### config.mk
export PLATFORM = sky130hd
export DESIGN_NAME = table_walk_index
export DESIGN_NICKNAME = d
export VERILOG_FILES = /design/src/core/walk_pkg.sv /design/src/core/table_walk_index.sv
export SDC_FILE = /design/constraint.sdc
export NUM_CORES = 1
export LEC_CHECK = 0
export CORE_MARGIN = 3
export CORE_UTILIZATION = 60
export CTS_BUF_LIST = sky130_fd_sc_hd__clkbuf_8
export DETAILED_ROUTE_END_ITERATION = 6
export DONT_BUFFER_PORTS = 1
export GPL_TIMING_DRIVEN = 0
export PLACE_DENSITY = 0.79
export RECOVER_POWER = 100
export SLEW_MARGIN = 20
export SYNTH_ARGS = -nofsm -noshare
export SYNTH_HDL_FRONTEND = slang
export SYNTH_SLANG_ARGS = --single-unit
### constraint.sdc
create_clock -name i_sys_clk -period 5.4 [get_ports i_sys_clk]
set_input_delay 0.54 -clock i_sys_clk [delete_from_list [all_inputs] [get_ports i_sys_clk]]
set_output_delay 0.54 -clock i_sys_clk [all_outputs]
set_load 0.01 [all_outputs]
### src/core/walk_pkg.sv
// Purpose: Shared constants and carriers for the table walk index block
// Assumes: 32-bit logical and physical addresses, AHB-Lite register access
// Notes: Register offsets are byte addresses of aligned words
package walk_pkg;
    // Register map
    localparam logic [7:0] ctrl_off = 8'h00;
    localparam logic [7:0] sup_root_off = 8'h04;
    localparam logic [7:0] user_root_off = 8'h08;
    localparam logic [7:0] dma_root_off = 8'h0c;
    localparam logic [7:0] test_cmd_off = 8'h10;
    localparam logic [7:0] test_addr_off = 8'h14;
    localparam logic [7:0] walk_status_off = 8'h18;
    localparam logic [7:0] walk_frame_off = 8'h1c;
    localparam logic [7:0] irq_status_off = 8'h20;
    localparam logic [7:0] irq_clear_off = 8'h24;
    localparam logic [7:0] irq_enable_off = 8'h28;
    // translation_control fields
    localparam int tc_enable_pos = 31;
    localparam int tc_fcl_pos = 24;
    localparam int tc_ps_pos = 20;
    localparam int tc_is_pos = 16;
    localparam int tc_tia_pos = 12;
    localparam int tc_tib_pos = 8;
    localparam int tc_tic_pos = 4;
    localparam int tc_tid_pos = 0;
    localparam logic [31:0] tc_reset = 32'h0000_0000;
    localparam logic [31:0] root_reset = 32'h0000_0000;
    // Test command fields
    localparam int cmd_go_pos = 0;
    localparam int cmd_preload_pos = 1;
    localparam int cmd_write_pos = 2;
    localparam int cmd_fc_pos = 4;
    // Descriptor and pointer layout
    localparam logic [1:0] dt_invalid = 2'h0;
    localparam logic [1:0] dt_page = 2'h1;
    localparam logic [1:0] dt_short = 2'h2;
    localparam logic [1:0] dt_long = 2'h3;
    localparam int desc_wp_pos = 2;
    localparam int desc_base_lsb = 4;
    localparam logic [5:0] short_scale = 6'h02;
    localparam logic [5:0] long_scale = 6'h03;
    localparam logic [3:0] fc_index_width = 4'h3;
    localparam logic [5:0] addr_bits = 6'h20;
    // Result codes
    localparam logic [1:0] err_none = 2'h0;
    localparam logic [1:0] err_invalid = 2'h1;
    localparam logic [1:0] err_protect = 2'h2;
    localparam logic [1:0] err_depth = 2'h3;
    // Interrupt events
    localparam int irq_done_pos = 0;
    localparam int irq_error_pos = 1;
    localparam int irq_bits = 2;

    typedef enum logic [1:0] {
        src_miss,
        src_module,
        src_test,
        src_preload
    } source_type;

    typedef struct packed {
        logic valid;
        logic [31:0] addr;
        logic [3:0] fc;
        logic write;
    } walk_req_type;

    typedef struct packed {
        logic valid;
        logic [1:0] error;
        logic [2:0] level;
        logic [31:0] frame;
    } walk_res_type;

    typedef struct packed {
        logic valid;
        logic [31:0] addr;
    } mem_req_type;
endpackage : walk_pkg

### src/core/table_walk_index.sv
// Purpose: Translation table search with per-level index derivation
// Assumes: Physical memory answers one word per accepted fetch
// Notes: Contract
`timescale 1ns/10ps
`default_nettype none
module table_walk_index
    import walk_pkg::*;
#(
    parameter int NUM_LEVELS = 5
) (
    input wire logic i_sys_clk,
    input wire logic i_reset,
    input wire logic i_hsel,
    input wire logic [31:0] i_haddr,
    input wire logic [1:0] i_htrans,
    input wire logic i_hwrite,
    input wire logic [2:0] i_hsize,
    input wire logic [31:0] i_hwdata,
    input wire logic i_hready,
    output logic [31:0] o_hrdata,
    output logic o_hreadyout,
    output logic o_hresp,
    input wire walk_pkg::walk_req_type i_miss,
    output logic o_miss_ready,
    input wire walk_pkg::walk_req_type i_module_call,
    output logic o_module_ready,
    output walk_pkg::walk_res_type o_result,
    output walk_pkg::mem_req_type o_mem,
    input wire logic i_mem_ack,
    input wire logic [31:0] i_mem_rdata,
    output logic o_irq
);
    import walk_pkg::*;

    if (NUM_LEVELS != 5) begin : g_level_check
        $error("table_walk_index serves exactly five levels");
    end

    ////////////////////////////////////////////////////////////////////////
    // Helpers
    // Field of width w whose top bit lies pos bits below bit 31
    function automatic logic [14:0] index_field(input logic [31:0] a,
                                               input logic [5:0] pos,
                                               input logic [3:0] w);
        logic [31:0] s;
        logic [14:0] t;
        s = a << pos;
        t = s[31:17];
        return t >> (4'hf - w);
    endfunction : index_field

    function automatic logic [3:0] tc_field(input logic [31:0] tc,
                                            input int lsb);
        return tc[lsb +: 4];
    endfunction : tc_field

    ////////////////////////////////////////////////////////////////////////
    // Registers and state
    typedef enum logic [1:0] {
        st_idle,
        st_index,
        st_fetch,
        st_finish
    } walk_state_type;

    walk_state_type state_r, state_nxt;
    logic [31:0] ctrl_r, sup_root_r, user_root_r, dma_root_r;
    logic [31:0] test_addr_r;
    logic [7:0] test_cmd_r;
    logic test_pend_r;
    logic [irq_bits-1:0] irq_sts_r, irq_en_r, irq_set;
    logic [31:0] hrdata_r;
    logic dp_write_r;
    logic [7:0] dp_addr_r;
    walk_res_type res_r, res_nxt;
    walk_req_type req_r, req_nxt;
    source_type src_r, src_nxt;
    logic [2:0] lvl_r, lvl_nxt;
    logic [5:0] pos_r, pos_nxt;
    logic [31:0] base_r, base_nxt;
    logic [5:0] scale_r, scale_nxt;
    logic [31:0] mem_addr_r, mem_addr_nxt;

    ////////////////////////////////////////////////////////////////////////
    // AHB-Lite slave: zero wait states, always OKAY
    wire addr_phase = i_hsel && i_htrans[1] && i_hready;
    wire wr_en = dp_write_r;
    wire wr_ctrl = wr_en && dp_addr_r == ctrl_off;
    wire wr_sup = wr_en && dp_addr_r == sup_root_off;
    wire wr_user = wr_en && dp_addr_r == user_root_off;
    wire wr_dma = wr_en && dp_addr_r == dma_root_off;
    wire wr_cmd = wr_en && dp_addr_r == test_cmd_off;
    wire wr_taddr = wr_en && dp_addr_r == test_addr_off;
    wire wr_clr = wr_en && dp_addr_r == irq_clear_off;
    wire wr_ien = wr_en && dp_addr_r == irq_enable_off;

    // Status word: busy, pending test, error code, level the walk ended at
    wire busy = state_r != st_idle;
    wire [31:0] status_word = {23'h0, res_r.level, res_r.error, 1'b0,
                               res_r.valid, test_pend_r, busy};
    logic [31:0] rd_mux;
    always_comb begin
        case (i_haddr[7:0])
            ctrl_off: rd_mux = ctrl_r;
            sup_root_off: rd_mux = sup_root_r;
            user_root_off: rd_mux = user_root_r;
            dma_root_off: rd_mux = dma_root_r;
            test_cmd_off: rd_mux = {24'h0, test_cmd_r};
            test_addr_off: rd_mux = test_addr_r;
            walk_status_off: rd_mux = status_word;
            walk_frame_off: rd_mux = res_r.frame;
            irq_status_off: rd_mux = {30'h0, irq_sts_r};
            irq_enable_off: rd_mux = {30'h0, irq_en_r};
            default: rd_mux = 32'h0000_0000;
        endcase
    end

    always_ff @(posedge i_sys_clk) begin
        if (i_reset) begin
            dp_write_r <= 1'b0;
            dp_addr_r <= 8'h00;
            hrdata_r <= 32'h0000_0000;
        end else if (i_hready) begin
            dp_write_r <= addr_phase && i_hwrite;
            dp_addr_r <= i_haddr[7:0];
            hrdata_r <= (addr_phase && !i_hwrite && i_haddr[31:8] == 24'h0)
                        ? rd_mux : 32'h0000_0000;
        end
    end

    assign o_hrdata = hrdata_r;
    assign o_hreadyout = 1'b1;
    assign o_hresp = 1'b0;

    always_ff @(posedge i_sys_clk) begin
        if (i_reset) begin
            ctrl_r <= tc_reset;
            sup_root_r <= root_reset;
            user_root_r <= root_reset;
            dma_root_r <= root_reset;
            test_addr_r <= 32'h0000_0000;
            test_cmd_r <= 8'h00;
            irq_en_r <= '0;
        end else begin
            if (wr_ctrl) ctrl_r <= i_hwdata;
            if (wr_sup) sup_root_r <= i_hwdata;
            if (wr_user) user_root_r <= i_hwdata;
            if (wr_dma) dma_root_r <= i_hwdata;
            if (wr_taddr) test_addr_r <= i_hwdata;
            if (wr_cmd) test_cmd_r <= i_hwdata[7:0];
            if (wr_ien) irq_en_r <= i_hwdata[irq_bits-1:0];
        end
    end

    ////////////////////////////////////////////////////////////////////////
    // Request selection
    // A go written while busy waits as pending and starts when idle
    wire take_test = test_pend_r && !busy;
    wire tc_on = ctrl_r[tc_enable_pos];
    wire take_miss = !busy && !test_pend_r && i_miss.valid && tc_on;
    wire take_mod = !busy && !test_pend_r && !i_miss.valid
                    && i_module_call.valid;
    assign o_miss_ready = !busy && !test_pend_r && tc_on;
    assign o_module_ready = !busy && !test_pend_r && !i_miss.valid;

    always_ff @(posedge i_sys_clk) begin
        if (i_reset) begin
            test_pend_r <= 1'b0;
        end else if (wr_cmd && i_hwdata[cmd_go_pos]) begin
            test_pend_r <= 1'b1;
        end else if (take_test) begin
            test_pend_r <= 1'b0;
        end
    end

    ////////////////////////////////////////////////////////////////////////
    // Index derivation
    wire [3:0] tc_is = tc_field(ctrl_r, tc_is_pos);
    wire [3:0] level_a_index_width = tc_field(ctrl_r, tc_tia_pos);
    wire [3:0] level_b_index_width = tc_field(ctrl_r, tc_tib_pos);
    wire [3:0] level_c_index_width = tc_field(ctrl_r, tc_tic_pos);
    wire [3:0] level_d_index_width = tc_field(ctrl_r, tc_tid_pos);
    // DMA tree always takes the code level; others only under lookup
    wire use_fc = req_r.fc[3] || ctrl_r[tc_fcl_pos];
    // Tree ends at the last level with a non-zero width
    wire [2:0] last_lvl = (level_d_index_width != 4'h0) ? 3'd4 : (level_c_index_width != 4'h0) ? 3'd3 :
                          (level_b_index_width != 4'h0) ? 3'd2 : 3'd1;
    logic [3:0] cur_w;
    always_comb begin
        case (lvl_r)
            3'd0: cur_w = use_fc ? fc_index_width : 4'h0;
            3'd1: cur_w = level_a_index_width;
            3'd2: cur_w = level_b_index_width;
            3'd3: cur_w = level_c_index_width;
            3'd4: cur_w = level_d_index_width;
            default: cur_w = 4'h0;
        endcase
    end
    // Code level indexes by the three low code bits, eight entries
    wire [14:0] cur_idx = (lvl_r == 3'd0) ? {12'h0, req_r.fc[2:0]}
                          : index_field(req_r.addr, pos_r, cur_w);
    wire [31:0] entry_addr = base_r + ({17'h0, cur_idx} << scale_r);

    // Root pick: code bit three selects DMA, bit two supervisor
    wire [3:0] new_fc = take_test ? test_cmd_r[cmd_fc_pos +: 4]
                        : take_miss ? i_miss.fc : i_module_call.fc;
    wire [31:0] root_sel = new_fc[3] ? dma_root_r
                           : new_fc[2] ? sup_root_r : user_root_r;
    wire [1:0] mem_dt = i_mem_rdata[1:0];

    ////////////////////////////////////////////////////////////////////////
    // Walk sequencer
    always_comb begin
        state_nxt = state_r;
        req_nxt = req_r;
        src_nxt = src_r;
        lvl_nxt = lvl_r;
        pos_nxt = pos_r;
        base_nxt = base_r;
        scale_nxt = scale_r;
        mem_addr_nxt = mem_addr_r;
        res_nxt = res_r;
        irq_set = '0;
        case (state_r)
            st_idle: begin
                if (take_test || take_miss || take_mod) begin
                    if (take_test) begin
                        req_nxt.addr = test_addr_r;
                        req_nxt.write = test_cmd_r[cmd_write_pos];
                        src_nxt = test_cmd_r[cmd_preload_pos]
                                  ? src_preload : src_test;
                    end else if (take_miss) begin
                        req_nxt.addr = i_miss.addr;
                        req_nxt.write = i_miss.write;
                        src_nxt = src_miss;
                    end else begin
                        req_nxt.addr = i_module_call.addr;
                        req_nxt.write = i_module_call.write;
                        src_nxt = src_module;
                    end
                    req_nxt.fc = new_fc;
                    req_nxt.valid = 1'b1;
                    // Top initial-shift bits never enter an index
                    pos_nxt = {2'b00, tc_is};
                    lvl_nxt = 3'd0;
                    base_nxt = {root_sel[31:desc_base_lsb],
                                {desc_base_lsb{1'b0}}};
                    scale_nxt = (root_sel[1:0] == dt_long)
                                ? long_scale : short_scale;
                    res_nxt.valid = 1'b0;
                    state_nxt = st_index;
                end
            end
            st_index: begin
                if (cur_w == 4'h0) begin
                    // Without lookup the root addresses level A directly
                    lvl_nxt = lvl_r + 3'd1;
                end else begin
                    mem_addr_nxt = entry_addr;
                    state_nxt = st_fetch;
                end
            end
            st_fetch: begin
                if (i_mem_ack) begin
                    res_nxt.level = lvl_r;
                    res_nxt.frame = 32'h0000_0000;
                    state_nxt = st_finish;
                    if (mem_dt == dt_invalid) begin
                        res_nxt.error = err_invalid;
                    end else if (req_r.write && i_mem_rdata[desc_wp_pos]) begin
                        res_nxt.error = err_protect;
                    end else if (mem_dt == dt_page) begin
                        res_nxt.error = err_none;
                        res_nxt.frame = {i_mem_rdata[31:desc_base_lsb],
                                         {desc_base_lsb{1'b0}}};
                    end else if (lvl_r >= last_lvl) begin
                        res_nxt.error = err_depth;
                    end else begin
                        base_nxt = {i_mem_rdata[31:desc_base_lsb],
                                    {desc_base_lsb{1'b0}}};
                        scale_nxt = (mem_dt == dt_long)
                                    ? long_scale : short_scale;
                        if (lvl_r != 3'd0) begin
                            pos_nxt = pos_r + {2'b00, cur_w};
                        end
                        lvl_nxt = lvl_r + 3'd1;
                        state_nxt = st_index;
                    end
                end
            end
            st_finish: begin
                res_nxt.valid = 1'b1;
                irq_set[irq_done_pos] = 1'b1;
                irq_set[irq_error_pos] = res_r.error != err_none;
                state_nxt = st_idle;
            end
            default: state_nxt = st_idle;
        endcase
    end

    always_ff @(posedge i_sys_clk) begin
        if (i_reset) begin
            state_r <= st_idle;
            req_r <= '0;
            src_r <= src_miss;
            lvl_r <= 3'd0;
            pos_r <= 6'h00;
            base_r <= 32'h0000_0000;
            scale_r <= short_scale;
            mem_addr_r <= 32'h0000_0000;
            res_r <= '0;
        end else begin
            state_r <= state_nxt;
            req_r <= req_nxt;
            src_r <= src_nxt;
            lvl_r <= lvl_nxt;
            pos_r <= pos_nxt;
            base_r <= base_nxt;
            scale_r <= scale_nxt;
            mem_addr_r <= mem_addr_nxt;
            res_r <= res_nxt;
        end
    end

    // Result pulses for one cycle after the walk ends
    logic done_pulse_r;
    always_ff @(posedge i_sys_clk) begin
        if (i_reset) begin
            done_pulse_r <= 1'b0;
        end else begin
            done_pulse_r <= state_r == st_finish;
        end
    end
    assign o_result = '{valid: done_pulse_r, error: res_r.error,
                        level: res_r.level, frame: res_r.frame};
    assign o_mem = '{valid: state_r == st_fetch, addr: mem_addr_r};

    ////////////////////////////////////////////////////////////////////////
    // Interrupts: set wins over a clear in the same cycle
    always_ff @(posedge i_sys_clk) begin
        if (i_reset) begin
            irq_sts_r <= '0;
        end else begin
            irq_sts_r <= (irq_sts_r & ~(wr_clr ? i_hwdata[irq_bits-1:0]
                                         : {irq_bits{1'b0}})) | irq_set;
        end
    end
    assign o_irq = |(irq_sts_r & irq_en_r);
endmodule : table_walk_index
`default_nettype wire

==> reports/qor.csv <==
stage,metric,value,unit
synthesis,ys_seq_area_share,36.12,%
grt,grt_pass1_vias,19510,
placed_design,portBuffers,0,
floorplanning,rows,65,
synthesis,async_flop_share,0,%
hold_path,min_from,i_hwdata[11],
sta,finalCritPeriodShare,97.71,%
synthesis,synth.avg_cell_area,8.025,µm²
placed_design,dp_hpwl,61280,µm
drt,route.detailed.wl_per_inst,27.23,µm
grt,grt_use_total,44.37,%
synthesis,synth_fa_ha_area_share,2.105,%
clock_network,tritoncts,done,
critical_path,r2r_slack,120,ps
grt,antenna_found_initial,2,
hold_path,hold_path.class,in -> reg,
sta,period_minus_slack,5276,ps
synthesis,ys_warn_count,0,
drt,drtIter0Drc,3209,
critical_path,worstPathMaxFanout,10,
synthesis,netlist_top_cells_area,"dfxtp_1 (36%), a21oi_1 (7.9%), nand2_1 (7.6%)",
cells_and_area,final_layout_size_suffix_gt1_share,10.37,%
power_and_ir_drop,powerDensity,365.1,nW/µm²
drt,wirelength,82790,µm
hold_path,holdPathStages,2,
job,maxCapViolCount,0,
synthesis,synth-edff-count,0,
cells_and_area,nets,2773,
sta,slew_violations,0,
synthesis,synthMuxAreaShare,11.27,%
placed_design,gp_congestion,1.044,
critical_path,start_kind,flop,
cells_and_area,finish.utilization,68.98,%
synthesis,synth_top_family_by_area,compound AO/OA/AOI/OAI gates,
clock_network,clockBufferDepth,3,
placed_design,post-place-ws,-908.2,ps
drt,antenna_left,0,
synthesis,netlist_instances,2459,
grt,grt_max_degree,16,
drt,drc,0,
sta,setup_viol,0,
floorplanning,start_util,61.74,%
grt,grt_use_met1,53.53,%
grt,overflow,0,
clock_network,clock-sinks,356,
hold_path,holdPathEnd,test_addr_r[11],
clock_network,htreeDepth,2,
synthesis,yosys_register_bits,356,
sta,max_freq,0.1895,GHz
floorplanning,die_w,187.4,µm
cells_and_area,area_growth_syn_to_layout,11.72,%
synthesis,synthSimpleGateAreaFrac,19.57,%
drt,via_count,21000,
power_and_ir_drop,power.leakage,7.876,nW
sta,tightestPinTransition,1404,ps
critical_path,worstPathArrival,5810,ps
grt,grt_pass1_wl,120100,µm
floorplanning,coreArea,31960,µm²
power_and_ir_drop,ir_worst_vdd,0.2485,mV
synthesis,ys_types,81,
sta,rsz0062_at_grt,yes,
floorplanning,pin_count,291,
critical_path,critPathRequiredTime,5940,ps
clock_network,cts_root_buffer,clkbuf_8,
grt,grt_busiest_layer,met2,
floorplanning,die_h,187.4,µm
grt,met3_usage,13.51,%
sta,final-hold-violation-count,0,
sta,tns,0,ps
critical_path,critPathKind,reg -> reg,
sta,setup_ws,123.9,ps
drt,via_per_inst,6.909,
synthesis,netlist_area,19730,µm²
synthesis,yosysTopAreaCellShare,36.12,%
grt,met2_usage,68.22,%
critical_path,r2r_start,pos_r[2],
synthesis,synth_top_area_cell,dfxtp_1,
synthesis,synth_compound_area_share,23.34,%
clock_network,cts_buffers,57,
cells_and_area,finalInstanceArea,22050,µm²
placed_design,dpl-instance-area,20320,µm²
critical_path,end_kind,flop,
sta,relSlewSlack,3.947,%
clock_network,clkTransAtPathRegs,70,ps
outcome,status,finished clean,
synthesis,ys.flop_type,dfxtp_1,
synthesis,synth-xor-area-share,0.6214,%
critical_path,timing.rr.end,mem_addr_r[24],
power_and_ir_drop,power,0.008048,W
floorplanning,dieArea,35100,µm²
clock_network,worstSkewPairLatency,670,ps
drt,dr.pass1.iters,6,
sta,fin_skew,44.11,ps
critical_path,r2r_cells,21,
-- worst max path at each step --
stage	startpoint	to	slack, ps	cells after the start
floorplan	pos_r[1]	mem_addr_r[20]	350	22
global placement	pos_r[1]	mem_addr_r[20]	-890	23
detailed placement	pos_r[1]	mem_addr_r[24]	-910	24
CTS	pos_r[2]	mem_addr_r[24]	0.4	21
global route	pos_r[1]	mem_addr_r[24]	-120	24
finish	pos_r[2]	mem_addr_r[24]	120	21
-- cell usage after synthesis (all sizes together) (45+ instances only) --
| cell | count |
|---|---|
| mux2i | 118 |
| a22oi | 131 |
| a211oi | 75 |
| buf | 85 |
| nand3 | 65 |
| nand2 | 399 |
| o21ai | 45 |
| nor2 | 245 |
| a21oi | 310 |
| inv | 58 |
| clkbuf | 150 |
| dfxtp | 356 |
-- cell type report --
class                   count  area [µm²]
multi-input cells        1812       11490
fillers                  2744        9916
flip-flops and latches    356        7139
plain buffers             234        1116
clock buffers              76        1046
well taps                 435       544.3
repair buffers             35       309.0
inverters                  62       235.2
clock inverters            28       161.4
diodes                      2       5.005
-- state kept, by name, indices dropped and copies added, names as in the netlist, 3 cells and up --
register,flops
dp_addr_r,8
base_r,28
o_hrdata,32
mem_addr_r,30
lvl_r,3
sup_root_r,32
test_cmd_r,8
test_addr_r,32
ctrl_r,32
req_r,37
o_result,33
pos_r,6
user_root_r,32
dma_root_r,32
-- repair_timing --
item / CTS / global route
pin swaps: 7 / 19
buffers inserted: 7 / 18
hold buffers: 6 / 0
hold endpoints to repair: 6 / 0
setup endpoints to repair: 18 / 14
resized for setup: 42 / 70
cloned: 0 / 3
-- through the flow --
| stage | std cells | hold WS, ps |
|---|---|---|
| CTS | 3018 | 0.2375 |
| detailed placement | 2901 | 445.6 |
| floorplan | 2465 | 431.5 |
| global placement | 2900 | 439.9 |
| finish | 3040 | 8.711 |
| global route | 3039 | 9.696 |
-- cells by family after synthesis --
kind of cell	count (synthesis)
fa+ha+maj	32
other cells	2
simple gates	885
buf+inv	297
compound gates	707
flops	356
mux	166
xor+xnor	14
-- placed cells by master (no fill, tap or decap), types with 13 or more instances in the layout --
cell type  count
a211oi_1      67
a21oi_1      304
a221oi_1      36
a22oi_1      129
a311oi_1      15
buf_4         35
clkbuf_1     186
clkbuf_8      77
clkinv_2      13
dfxtp_1      350
ha_1          28
inv_1         70
mux2i_1      112
mux4_2        34
nand2_1      399
nand2b_1      16
nand3_1       63
nor2_1       242
nor2b_1       38
nor3_1        25
nor4_1        14
o21ai_0       36
or3_1         15
-- per-layer routing --
metal | part of all wire [%] | up-vias
li1 | - | 9017
met1 | 34 | 9761
met2 | 43 | 1781
met3 | 14 | 445
met4 | 8.7 | 0
met5 | 0 | -
-- critical path, cell delays in order (launching register included) --
cell	delay (ps)
dfxtp_2	440
buf_2	290
buf_2	330
buf_4	280
mux2i_1	280
o21a_2	200
o31ai_1	110
mux2_2	290
a211oi_2	280
nor2_1	90
mux2_4	280
fa_2	350
a21o_1	200
a21oi_2	140
o21bai_1	90
a21o_1	190
a21oi_2	190
o211ai_1	180
a31oi_2	330
clkbuf_8	210
o21ai_0	90
a311oi_1	330
-- where the power goes --
group | total, W | internal (W) | leakage, nW | switching [W]
logic | 0.00258 | 0.00104 | 4.31 | 0.00155
clock network | 0.00246 | 0.00130 | 0.685 | 0.00116
registers | 0.00300 | 0.00279 | 2.88 | 0.000216
total | 0.00805 | 0.00513 | 7.88 | 0.00292
Power figures use the tool's default switching activity.
